File: src/hw/fwsr_pkg.sv
// Constants shared by the flash status-polling controller
`default_nettype none
package fwsr_pkg;
  localparam int unsigned CLK_NS  = 25;
  localparam int unsigned T_RC_NS = 70;
  localparam int unsigned T_WP_NS = 35;
  localparam int unsigned RD_CYC  = (T_RC_NS + CLK_NS - 1) / CLK_NS;
  localparam int unsigned WP_CYC  = (T_WP_NS + CLK_NS - 1) / CLK_NS;

  localparam int unsigned AW = 17;
  localparam int unsigned DW = 8;

  // Register byte offsets
  localparam logic [7:0] REG_CMD      = 8'h00;
  localparam logic [7:0] REG_ADDR     = 8'h04;
  localparam logic [7:0] REG_WDATA    = 8'h08;
  localparam logic [7:0] REG_RDATA    = 8'h0C;
  localparam logic [7:0] REG_STATUS   = 8'h10;
  localparam logic [7:0] REG_IRQ_STAT = 8'h14;
  localparam logic [7:0] REG_IRQ_CLR  = 8'h18;
  localparam logic [7:0] REG_IRQ_EN   = 8'h1C;

  // Opcodes written to the command register, and its abort bit number
  localparam logic [2:0] OP_READ      = 3'h1;
  localparam logic [2:0] OP_WRITE     = 3'h2;
  localparam logic [2:0] OP_POLL      = 3'h3;
  localparam logic [2:0] OP_RESET     = 3'h4;
  localparam logic [2:0] OP_ERASE_ADD = 3'h5;
  localparam int unsigned CMD_ABORT   = 3;

  // Flash data byte fields and command bytes
  localparam int unsigned DATA_COMPLEMENT_POLL_BIT = 7;
  localparam int unsigned TOGGLE_STATUS_BIT        = 6;
  localparam int unsigned TIMING_LIMIT_FAIL_BIT    = 5;
  localparam int unsigned ERASE_WINDOW_TIMER_BIT   = 3;
  localparam logic [7:0] FL_RESET_CMD   = 8'hF0;
  localparam logic [7:0] FL_SECTOR_CONF = 8'h30;

  // Status register bits
  localparam int unsigned ST_BUSY    = 0;
  localparam int unsigned ST_OK      = 1;
  localparam int unsigned ST_FAIL    = 2;
  localparam int unsigned ST_DROPPED = 3;
  localparam int unsigned ST_ABORTED = 4;

  // Interrupt event bits
  localparam int unsigned NEV    = 3;
  localparam int unsigned EV_DONE = 0;
  localparam int unsigned EV_FAIL = 1;
  localparam int unsigned EV_DROP = 2;

  typedef enum logic [3:0] {
    FWSR_IDLE   = 4'h0,
    FWSR_RDA    = 4'h1,
    FWSR_RDB    = 4'h2,
    FWSR_RDC    = 4'h3,
    FWSR_RDD    = 4'h4,
    FWSR_ARRAY  = 4'h5,
    FWSR_RSTW   = 4'h6,
    FWSR_EPRE   = 4'h7,
    FWSR_EWR    = 4'h8,
    FWSR_EPOST  = 4'h9,
    FWSR_SINGLE = 4'hA
  } fwsr_state_t;

  typedef enum logic [1:0] {
    FWSR_PH_IDLE   = 2'h0,
    FWSR_PH_SETUP  = 2'h1,
    FWSR_PH_STROBE = 2'h2,
    FWSR_PH_HOLD   = 2'h3
  } fwsr_phase_t;
endpackage
`default_nettype wire

File: src/hw/fwsr_cycle.sv
// One asynchronous flash bus cycle, read or write
`default_nettype none
module fwsr_cycle (
  input  wire logic                   clk_i,
  input  wire logic                   rst_i,
  input  wire logic                   start_i,
  input  wire logic                   we_i,
  input  wire logic [fwsr_pkg::AW-1:0] addr_i,
  input  wire logic [fwsr_pkg::DW-1:0] dat_i,
  output logic                        done_o,
  output logic [fwsr_pkg::DW-1:0]     rdat_o,
  output logic                        fl_ce_n_o,
  output logic                        fl_oe_n_o,
  output logic                        fl_we_n_o,
  output logic [fwsr_pkg::AW-1:0]     fl_addr_o,
  output logic [fwsr_pkg::DW-1:0]     fl_dq_o,
  output logic                        fl_dq_oe_n_o,
  input  wire logic [fwsr_pkg::DW-1:0] fl_dq_i
);
  fwsr_pkg::fwsr_phase_t phase;
  logic [3:0]            cnt;
  logic                  wr;

  ////////////////////////////////////////////////////////////////////////
  // Setup one cycle, strobe for the access time, then one idle cycle
  always_ff @(posedge clk_i) begin
    if (rst_i) begin
      phase <= fwsr_pkg::FWSR_PH_IDLE;
      cnt   <= 4'h0;
      wr    <= 1'b0;
    end else begin
      unique case (phase)
        fwsr_pkg::FWSR_PH_IDLE: begin
          if (start_i) begin
            phase <= fwsr_pkg::FWSR_PH_SETUP;
            wr    <= we_i;
          end
        end
        fwsr_pkg::FWSR_PH_SETUP: begin
          phase <= fwsr_pkg::FWSR_PH_STROBE;
          cnt   <= wr ? 4'(fwsr_pkg::WP_CYC - 1) : 4'(fwsr_pkg::RD_CYC - 1);
        end
        fwsr_pkg::FWSR_PH_STROBE: begin
          if (cnt == 4'h0) begin
            phase <= fwsr_pkg::FWSR_PH_HOLD;
          end else begin
            cnt <= cnt - 4'h1;
          end
        end
        fwsr_pkg::FWSR_PH_HOLD: begin
          phase <= fwsr_pkg::FWSR_PH_IDLE;
        end
      endcase
    end
  end

  ////////////////////////////////////////////////////////////////////////
  // Pin drive; strobes go high in the hold cycle so every read is distinct
  always_ff @(posedge clk_i) begin
    if (rst_i) begin
      fl_ce_n_o    <= 1'b1;
      fl_oe_n_o    <= 1'b1;
      fl_we_n_o    <= 1'b1;
      fl_addr_o    <= '0;
      fl_dq_o      <= 8'h00;
      fl_dq_oe_n_o <= 1'b1;
    end else if (phase == fwsr_pkg::FWSR_PH_IDLE && start_i) begin
      fl_ce_n_o    <= 1'b0;
      fl_addr_o    <= addr_i;
      fl_dq_o      <= dat_i;
      fl_dq_oe_n_o <= !we_i;
    end else if (phase == fwsr_pkg::FWSR_PH_SETUP) begin
      fl_oe_n_o <= wr;
      fl_we_n_o <= !wr;
    end else if (phase == fwsr_pkg::FWSR_PH_STROBE && cnt == 4'h0) begin
      fl_ce_n_o <= 1'b1;
      fl_oe_n_o <= 1'b1;
      fl_we_n_o <= 1'b1;
    end else if (phase == fwsr_pkg::FWSR_PH_HOLD) begin
      fl_dq_oe_n_o <= 1'b1;
    end
  end

  always_ff @(posedge clk_i) begin
    if (rst_i) begin
      rdat_o <= 8'h00;
      done_o <= 1'b0;
    end else begin
      done_o <= (phase == fwsr_pkg::FWSR_PH_STROBE && cnt == 4'h0);
      if (phase == fwsr_pkg::FWSR_PH_STROBE && cnt == 4'h0 && !wr) begin
        rdat_o <= fl_dq_i;
      end
    end
  end
endmodule
`default_nettype wire

File: src/hw/fwsr_irq.sv
// Sticky event status, enable mask and level interrupt
`default_nettype none
module fwsr_irq (
  input  wire logic                     clk_i,
  input  wire logic                     rst_i,
  input  wire logic [fwsr_pkg::NEV-1:0] ev_i,
  input  wire logic [fwsr_pkg::NEV-1:0] clr_i,
  input  wire logic                     en_we_i,
  input  wire logic [fwsr_pkg::NEV-1:0] en_i,
  output logic      [fwsr_pkg::NEV-1:0] stat_o,
  output logic      [fwsr_pkg::NEV-1:0] en_o,
  output logic                          irq_o
);
  // An event in the clear cycle survives the clear
  genvar g;
  for (g = 0; g < fwsr_pkg::NEV; g++) begin : g_bit
    always_ff @(posedge clk_i) begin
      if (rst_i) begin
        stat_o[g] <= 1'b0;
      end else if (ev_i[g]) begin
        stat_o[g] <= 1'b1;
      end else if (clr_i[g]) begin
        stat_o[g] <= 1'b0;
      end
    end
  end

  always_ff @(posedge clk_i) begin
    if (rst_i) begin
      en_o <= '0;
    end else if (en_we_i) begin
      en_o <= en_i;
    end
  end

  assign irq_o = |(stat_o & en_o);
endmodule
`default_nettype wire

File: src/hw/fwsr_host.sv
// Host controller that drives the flash and runs its status procedures
//
// Functional notes
// - Begin toggle checking with two back-to-back full-byte reads, compare toggle bit.
// - Still toggling: look at fail bit; if high, check toggling once more.
// - Fail bit high and still toggling: failed, host writes reset command.
// - Host leaving polling restarts the procedure from the first double read.
// - After any indicated failure the host issues the reset command.
// - Host may skip timer check only if added commands come within 50 us.
// - Check timer bit before and after each added sector command.
// - Host reads poll bit at the program address or an erasing sector.
//
// The implementer's own choices: the register addresses and register access over Wishbone.
`default_nettype none
module fwsr_host (
  input  wire logic                    clk_i,
  input  wire logic                    rst_i,
  input  wire logic                    cyc_i,
  input  wire logic                    stb_i,
  input  wire logic                    we_i,
  input  wire logic [7:0]              adr_i,
  input  wire logic [3:0]              sel_i,
  input  wire logic [31:0]             dat_i,
  output logic      [31:0]             dat_o,
  output logic                         ack_o,
  output logic                         irq_o,
  output logic                         fl_ce_n_o,
  output logic                         fl_oe_n_o,
  output logic                         fl_we_n_o,
  output logic      [fwsr_pkg::AW-1:0] fl_addr_o,
  output logic      [fwsr_pkg::DW-1:0] fl_dq_o,
  output logic                         fl_dq_oe_n_o,
  input  wire logic [fwsr_pkg::DW-1:0] fl_dq_i
);
  fwsr_pkg::fwsr_state_t     state;
  logic [fwsr_pkg::AW-1:0]   addr;
  logic [fwsr_pkg::DW-1:0]   wdata;
  logic [fwsr_pkg::DW-1:0]   rdata;
  logic [2:0]                op;
  logic                      abort_req;
  logic                      st_ok;
  logic                      st_fail;
  logic                      st_dropped;
  logic                      st_aborted;
  logic                      first_toggle;
  logic                      pend;
  logic                      cyc_start;
  logic                      cyc_we;
  logic [fwsr_pkg::AW-1:0]   cyc_addr;
  logic [fwsr_pkg::DW-1:0]   cyc_wdat;
  logic                      cyc_done;
  logic [fwsr_pkg::DW-1:0]   cyc_rdat;
  logic                      bus_req;
  logic                      bus_wr;
  logic                      byte0_wr;
  logic                      cmd_go;
  logic [fwsr_pkg::NEV-1:0]  ev;
  logic [fwsr_pkg::NEV-1:0]  irq_stat;
  logic [fwsr_pkg::NEV-1:0]  irq_en;
  logic                      busy;
  logic                      toggled;
  logic                      fail_seen;
  logic                      timer_seen;

  ////////////////////////////////////////////////////////////////////////
  // Wishbone classic slave: ack one cycle after the request, then drops
  assign bus_req  = cyc_i && stb_i && !ack_o;
  assign bus_wr   = bus_req && we_i;
  assign byte0_wr = bus_wr && sel_i[0];
  assign busy     = (state != fwsr_pkg::FWSR_IDLE);
  assign cmd_go   = byte0_wr && adr_i == fwsr_pkg::REG_CMD && !busy;

  always_ff @(posedge clk_i) begin
    if (rst_i) begin
      ack_o <= 1'b0;
    end else begin
      ack_o <= bus_req;
    end
  end

  always_ff @(posedge clk_i) begin
    if (rst_i) begin
      dat_o <= 32'h0000_0000;
    end else if (bus_req && !we_i) begin
      unique case (adr_i)
        fwsr_pkg::REG_CMD:      dat_o <= {29'h0, op};
        fwsr_pkg::REG_ADDR:     dat_o <= {15'h0, addr};
        fwsr_pkg::REG_WDATA:    dat_o <= {24'h0, wdata};
        fwsr_pkg::REG_RDATA:    dat_o <= {24'h0, rdata};
        fwsr_pkg::REG_STATUS:   dat_o <= {27'h0, st_aborted, st_dropped, st_fail, st_ok, busy};
        fwsr_pkg::REG_IRQ_STAT: dat_o <= {29'h0, irq_stat};
        fwsr_pkg::REG_IRQ_EN:   dat_o <= {29'h0, irq_en};
        default:                dat_o <= 32'h0000_0000;
      endcase
    end
  end

  // Address and data are locked while an operation runs
  always_ff @(posedge clk_i) begin
    if (rst_i) begin
      addr  <= '0;
      wdata <= 8'h00;
    end else if (bus_wr && !busy) begin
      if (adr_i == fwsr_pkg::REG_ADDR) begin
        if (sel_i[0]) addr[7:0] <= dat_i[7:0];
        if (sel_i[1]) addr[15:8] <= dat_i[15:8];
        if (sel_i[2]) addr[16] <= dat_i[16];
      end
      if (adr_i == fwsr_pkg::REG_WDATA && sel_i[0]) begin
        wdata <= dat_i[7:0];
      end
    end
  end

  // Abort lets the host walk away; a new poll starts from scratch
  always_ff @(posedge clk_i) begin
    if (rst_i) begin
      abort_req <= 1'b0;
    end else if (state == fwsr_pkg::FWSR_IDLE) begin
      abort_req <= 1'b0;
    end else if (byte0_wr && adr_i == fwsr_pkg::REG_CMD && dat_i[fwsr_pkg::CMD_ABORT]) begin
      abort_req <= 1'b1;
    end
  end

  ////////////////////////////////////////////////////////////////////////
  // Flash cycle requests from the sequencer
  always_comb begin
    cyc_start = 1'b0;
    cyc_we    = 1'b0;
    cyc_addr  = addr;
    cyc_wdat  = wdata;
    unique case (state)
      fwsr_pkg::FWSR_IDLE: begin
      end
      fwsr_pkg::FWSR_RSTW: begin
        cyc_start = !pend;
        cyc_we    = 1'b1;
        cyc_wdat  = fwsr_pkg::FL_RESET_CMD;
      end
      fwsr_pkg::FWSR_EWR: begin
        cyc_start = !pend;
        cyc_we    = 1'b1;
        cyc_wdat  = fwsr_pkg::FL_SECTOR_CONF;
      end
      fwsr_pkg::FWSR_SINGLE: begin
        cyc_start = !pend;
        cyc_we    = (op == fwsr_pkg::OP_WRITE);
      end
      default: begin
        // Status reads use the operation's own address
        cyc_start = !pend;
      end
    endcase
  end

  always_ff @(posedge clk_i) begin
    if (rst_i) begin
      pend <= 1'b0;
    end else if (cyc_done) begin
      pend <= 1'b0;
    end else if (cyc_start) begin
      pend <= 1'b1;
    end
  end

  assign toggled    = cyc_rdat[fwsr_pkg::TOGGLE_STATUS_BIT] != first_toggle;
  assign fail_seen  = cyc_rdat[fwsr_pkg::TIMING_LIMIT_FAIL_BIT];
  assign timer_seen = cyc_rdat[fwsr_pkg::ERASE_WINDOW_TIMER_BIT];

  ////////////////////////////////////////////////////////////////////////
  // Operation sequencer
  always_ff @(posedge clk_i) begin
    if (rst_i) begin
      state <= fwsr_pkg::FWSR_IDLE;
      op    <= 3'h0;
    end else if (state == fwsr_pkg::FWSR_IDLE) begin
      if (cmd_go) begin
        op <= dat_i[2:0];
        unique case (dat_i[2:0])
          fwsr_pkg::OP_READ:      state <= fwsr_pkg::FWSR_SINGLE;
          fwsr_pkg::OP_WRITE:     state <= fwsr_pkg::FWSR_SINGLE;
          fwsr_pkg::OP_POLL:      state <= fwsr_pkg::FWSR_RDA;
          fwsr_pkg::OP_RESET:     state <= fwsr_pkg::FWSR_RSTW;
          fwsr_pkg::OP_ERASE_ADD: state <= fwsr_pkg::FWSR_EPRE;
          default:                state <= fwsr_pkg::FWSR_IDLE;
        endcase
      end
    end else if (cyc_done) begin
      unique case (state)
        fwsr_pkg::FWSR_RDA: state <= fwsr_pkg::FWSR_RDB;
        fwsr_pkg::FWSR_RDB: begin
          if (!toggled) begin
            state <= fwsr_pkg::FWSR_ARRAY;
          end else if (fail_seen) begin
            state <= fwsr_pkg::FWSR_RDC;
          end else if (abort_req) begin
            state <= fwsr_pkg::FWSR_IDLE;
          end else begin
            state <= fwsr_pkg::FWSR_RDA;
          end
        end
        fwsr_pkg::FWSR_RDC: state <= fwsr_pkg::FWSR_RDD;
        fwsr_pkg::FWSR_RDD: begin
          if (!toggled) begin
            state <= fwsr_pkg::FWSR_ARRAY;
          end else begin
            state <= fwsr_pkg::FWSR_RSTW;
          end
        end
        fwsr_pkg::FWSR_EPRE: begin
          // Timer bit read before every add, never skipped; set means no more sectors
          state <= timer_seen ? fwsr_pkg::FWSR_IDLE : fwsr_pkg::FWSR_EWR;
        end
        fwsr_pkg::FWSR_EWR: state <= fwsr_pkg::FWSR_EPOST;
        default: state <= fwsr_pkg::FWSR_IDLE;
      endcase
    end
  end

  // Toggle bit of the first read of each pair
  always_ff @(posedge clk_i) begin
    if (rst_i) begin
      first_toggle <= 1'b0;
    end else if (cyc_done && (state == fwsr_pkg::FWSR_RDA || state == fwsr_pkg::FWSR_RDC)) begin
      first_toggle <= cyc_rdat[fwsr_pkg::TOGGLE_STATUS_BIT];
    end
  end

  // Read data: last status byte, or array data after completion
  always_ff @(posedge clk_i) begin
    if (rst_i) begin
      rdata <= 8'h00;
    end else if (cyc_done && !cyc_we) begin
      rdata <= cyc_rdat;
    end
  end

  ////////////////////////////////////////////////////////////////////////
  // Result flags, cleared when a new operation starts
  always_ff @(posedge clk_i) begin
    if (rst_i) begin
      st_ok      <= 1'b0;
      st_fail    <= 1'b0;
      st_dropped <= 1'b0;
      st_aborted <= 1'b0;
    end else if (cmd_go) begin
      st_ok      <= 1'b0;
      st_fail    <= 1'b0;
      st_dropped <= 1'b0;
      st_aborted <= 1'b0;
    end else if (cyc_done) begin
      unique case (state)
        fwsr_pkg::FWSR_ARRAY: st_ok <= 1'b1;
        fwsr_pkg::FWSR_SINGLE: st_ok <= 1'b1;
        fwsr_pkg::FWSR_RDB: st_aborted <= toggled && !fail_seen && abort_req;
        fwsr_pkg::FWSR_RDD: st_fail <= toggled;
        fwsr_pkg::FWSR_RSTW: st_ok <= (op == fwsr_pkg::OP_RESET);
        fwsr_pkg::FWSR_EPRE: st_dropped <= timer_seen;
        // Timer high after the add: the command may have been lost
        fwsr_pkg::FWSR_EPOST: begin
          st_dropped <= timer_seen;
          st_ok      <= !timer_seen;
        end
        default: begin
        end
      endcase
    end
  end

  always_comb begin
    ev = '0;
    if (cyc_done) begin
      ev[fwsr_pkg::EV_DONE] = (state == fwsr_pkg::FWSR_ARRAY) || (state == fwsr_pkg::FWSR_SINGLE)
                           || (state == fwsr_pkg::FWSR_EPOST && !timer_seen)
                           || (state == fwsr_pkg::FWSR_RSTW && op == fwsr_pkg::OP_RESET);
      ev[fwsr_pkg::EV_FAIL] = (state == fwsr_pkg::FWSR_RSTW && op == fwsr_pkg::OP_POLL);
      ev[fwsr_pkg::EV_DROP] = (state == fwsr_pkg::FWSR_EPRE || state == fwsr_pkg::FWSR_EPOST) && timer_seen;
    end
  end

  ////////////////////////////////////////////////////////////////////////
  // Submodules
  fwsr_cycle u_cycle (
    .clk_i        (clk_i),
    .rst_i        (rst_i),
    .start_i      (cyc_start),
    .we_i         (cyc_we),
    .addr_i       (cyc_addr),
    .dat_i        (cyc_wdat),
    .done_o       (cyc_done),
    .rdat_o       (cyc_rdat),
    .fl_ce_n_o    (fl_ce_n_o),
    .fl_oe_n_o    (fl_oe_n_o),
    .fl_we_n_o    (fl_we_n_o),
    .fl_addr_o    (fl_addr_o),
    .fl_dq_o      (fl_dq_o),
    .fl_dq_oe_n_o (fl_dq_oe_n_o),
    .fl_dq_i      (fl_dq_i)
  );

  fwsr_irq u_irq (
    .clk_i   (clk_i),
    .rst_i   (rst_i),
    .ev_i    (ev),
    .clr_i   ((byte0_wr && adr_i == fwsr_pkg::REG_IRQ_CLR) ? dat_i[fwsr_pkg::NEV-1:0] : 3'h0),
    .en_we_i (byte0_wr && adr_i == fwsr_pkg::REG_IRQ_EN),
    .en_i    (dat_i[fwsr_pkg::NEV-1:0]),
    .stat_o  (irq_stat),
    .en_o    (irq_en),
    .irq_o   (irq_o)
  );
endmodule
`default_nettype wire

File: config.mk
export PLATFORM = sky130hd
export DESIGN_NAME = fwsr_host
export DESIGN_NICKNAME = d
export VERILOG_FILES = /design/src/hw/fwsr_pkg.sv /design/src/hw/fwsr_cycle.sv /design/src/hw/fwsr_irq.sv /design/src/hw/fwsr_host.sv
export SDC_FILE = /design/constraint.sdc
export NUM_CORES = 1
export LEC_CHECK = 0
export BUFFER_PORTS_ARGS = -buffer_cell sky130_fd_sc_hd__buf_2
export CORE_AREA = 10 10 162 164
export CTS_CLUSTER_SIZE = 24
export DETAILED_ROUTE_END_ITERATION = 6
export DIE_AREA = 0 0 172 174
export PLACE_DENSITY = 0.46
export SYNTH_ARGS = -nofsm -noshare
export SYNTH_HDL_FRONTEND = slang
export SYNTH_HIERARCHICAL = 1
export SYNTH_SLANG_ARGS = --single-unit
File: constraint.sdc
create_clock -name clk_i -period 1.75 [get_ports clk_i]
set_input_delay 0.175 -clock clk_i [delete_from_list [all_inputs] [get_ports clk_i]]
set_output_delay 0.175 -clock clk_i [all_outputs]
set_load 0.05 [all_outputs]
==> reports/results.ini <==
[status]
status = finished clean

[timing]
tightest_slew_ns = 0.529
hold_viol_final = 0
max_slew_margin_pct = 64.5
final_max_slew_viol_count = 0
setup_viol = 0
clock_skew_ns = 0.0106
fin_tns_setup_ns = 0
finalCriticalPeriod_ns = 1.73
fin_crit_sh_pct = 98.6
clock.fmax_mhz = 579
rsz0062_at_grt = true

[logic_synthesis]
syn_inst = 685
synth_largest_area_cell = dfxtp_1
yosysMostFrequentCell = dfxtp_1
synth_top_area_share_pct = 41.1
synth_warnings = 6
yosysSeqAreaShare_pct = 41.1
yosysUniqueCellTypes = 73
synth.cells.most_frequent = 116 x dfxtp_1, 85 x nand2_1, 79 x a21oi_1, 47 x nand3_1
synthesis.area_um2 = 5650
avgSynthCellArea_um2 = 8.25
yosys_register_bits = 116
synth_ff_type = dfxtp_1
async_flop_share_pct = 0
synth_edf_count = 0
synth_top_cells_by_area = dfxtp_1 41%, a21oi_1 7.0%, nand2_1 5.6%, mux2i_1 4.2%, nand3_1 4.2%

[global_routing]
grt_first_pass_wirelength_mm = 29.8
antenna_found_initial = 0
grt_max_degree = 63
grt_overflow = 0
track_usage_pct = 12.5
grt_pass1_vias = 5312

[routing]
drtAntennaViolNets = 0
routed_wl_mm = 18.9
vias_per_cell = 4.78
dr.pass1.iters = 5
drc = 0
vias = 5358
wl_per_cell_um = 16.8
drt_iter0_drc = 243

[final_layout]
utilization_pct = 32.5
diodes = 0
area_growth_pct = 32.8
fin_nets = 885
fin_area_um2 = 7510
drive_above_1_share_pct = 28.2

[run]
cap_violations = 0

[setup_path]
startpoint_type = register
worstPathRequired_ns = 2.06
arrival_ns = 2.04
endpoint_kind = register
crit_fanout = 4
critPathKind = register to register

[floorplanning]
pin_count = 120
die_width_um = 172
die_y_um = 174
rows = 56
initial_core_util_pct = 24.5
die_area_um2 = 29900
core_um2 = 23100

[hold_path]
hp-class = input port to register

[clock_tree]
cts_tree = built
clockBufferDepth = 2
clk_pin_slew_ns = 0.06
htreeDepth = 4
cts_sinks = 116
cts_inserted_buffers = 17
clk-insertion-delay-late_ns = 0.41
cts_root_buffer = clkbuf_16

[pwr]
ir_worst_vdd_mv = 0.638
pwr_density_cell_nw_per_um2 = 964
p_leak_nw = 2.83

[placement]
placed_area_um2 = 6760
dp_hpwl_mm = 14.1
gp_congestion = 0.834
io_buffers = 88

## worst max-delay path, stage by stage, from the launching register on
cell and delay, ns:
dfxtp_2 0.34, or4_4 0.59, nor4_4 0.23, buf_4 0.19, nand2_2 0.07, a221oi_2 0.21
## cells in the final DEF, fill, tap and decap left out, drive strengths merged, types with 9 or more instances in the layout
cell type / Yosys / final
dfxtp: 116 / 116
conb: 1 / 15
nand2: 86 / 86
clkbuf: 41 / 19
inv: 17 / 19
a21oi: 79 / 79
nor2b: 13 / 13
nor2: 31 / 31
a22oi: 9 / 9
nor3: 16 / 16
nand3: 47 / 47
nor4: 9 / 9
buf: 26 / 164
o21ai: 49 / 49
mux2i: 24 / 24
## sequential cells by signal (all words and copies together) (netlist names), 4 cells and up
signal,cells
addr,17
dat_o,17
rdata,8
state,4
u_cycle/cnt,4
u_cycle/fl_addr_o,17
u_cycle/fl_dq_o,8
u_cycle/rdat_o,8
wdata,8
## report_power, final
part	internal [mW]	total, mW	leakage, nW	switching (mW)
combinational	0.374	0.934	1.62	0.560
sequential	2.71	2.76	0.937	0.0516
clock	2.27	3.55	0.278	1.28
## kinds of logic (layout without fill, tap and decap cells)
group | Yosys count | in the layout | share of synthesized area [%]
simple gates | 256 | 256 | 24.1
compound gates | 185 | 185 | 20.0
flops | 116 | 116 | 41.1
buf+inv | 85 | 218 | 7.08
mux | 27 | 27 | 4.85
fa+ha+maj | 8 | 8 | 1.77
xor+xnor | 7 | 7 | 1.08
other cells | 1 | 15 | 0.0663
## stage by stage
step	power [mW]	setup slack (ns)	instances	hold slack [ns]
after floorplan	3.42	0.0119	699	0.244
after global placement	3.72	-0.150	1082	0.435
after detailed placement	3.72	-0.131	1082	0.438
after CTS	7.31	-0.0451	1118	0.000390
after global routing	7.56	-0.0459	1122	0.00843
final	7.24	0.0237	1122	0.0189
## per-layer routing
metal  global-route usage, %  up-vias  routed length [um]
li1                        -     2674                   -
met1                    17.1     2549                9270
met2                    18.8      129                8420
met3                    4.26        6                1110
met4                    2.16        0                  55
met5                       0        -                   0
## final timing paths
kind                                            from                   end  slack [ns]  cells past startpoint
worst min register to register  u_cycle/fl_addr_o[1]  u_cycle/fl_addr_o[1]        0.45                      2
worst min-delay path                      fl_dq_i[4]     u_cycle/rdat_o[4]        0.02                      3
worst max-delay path                        state[3]              state[3]        0.02                      5
worst max register to register              state[3]              state[3]        0.02                      5
## area by class of cell
type	count	area (um2)
Clock buffer	19	443
Clock inverter	12	155
Fill cell	2500	15600
Inverter	18	67.6
Multi-Input combinational cell	498	3050
Sequential cell	116	2330
Tap cell	290	363
Timing Repair Buffer	169	1100
## timing repair
item                                    4_1_cts  5_1_grt
hold endpoints to repair                      5        0
buffers inserted                              0        4
endpoints found under the setup margin       25       57
hold buffers                                  5        0
resized for setup                             1       19
pin swaps                                     0        3
(Power assumes the default switching activity.)
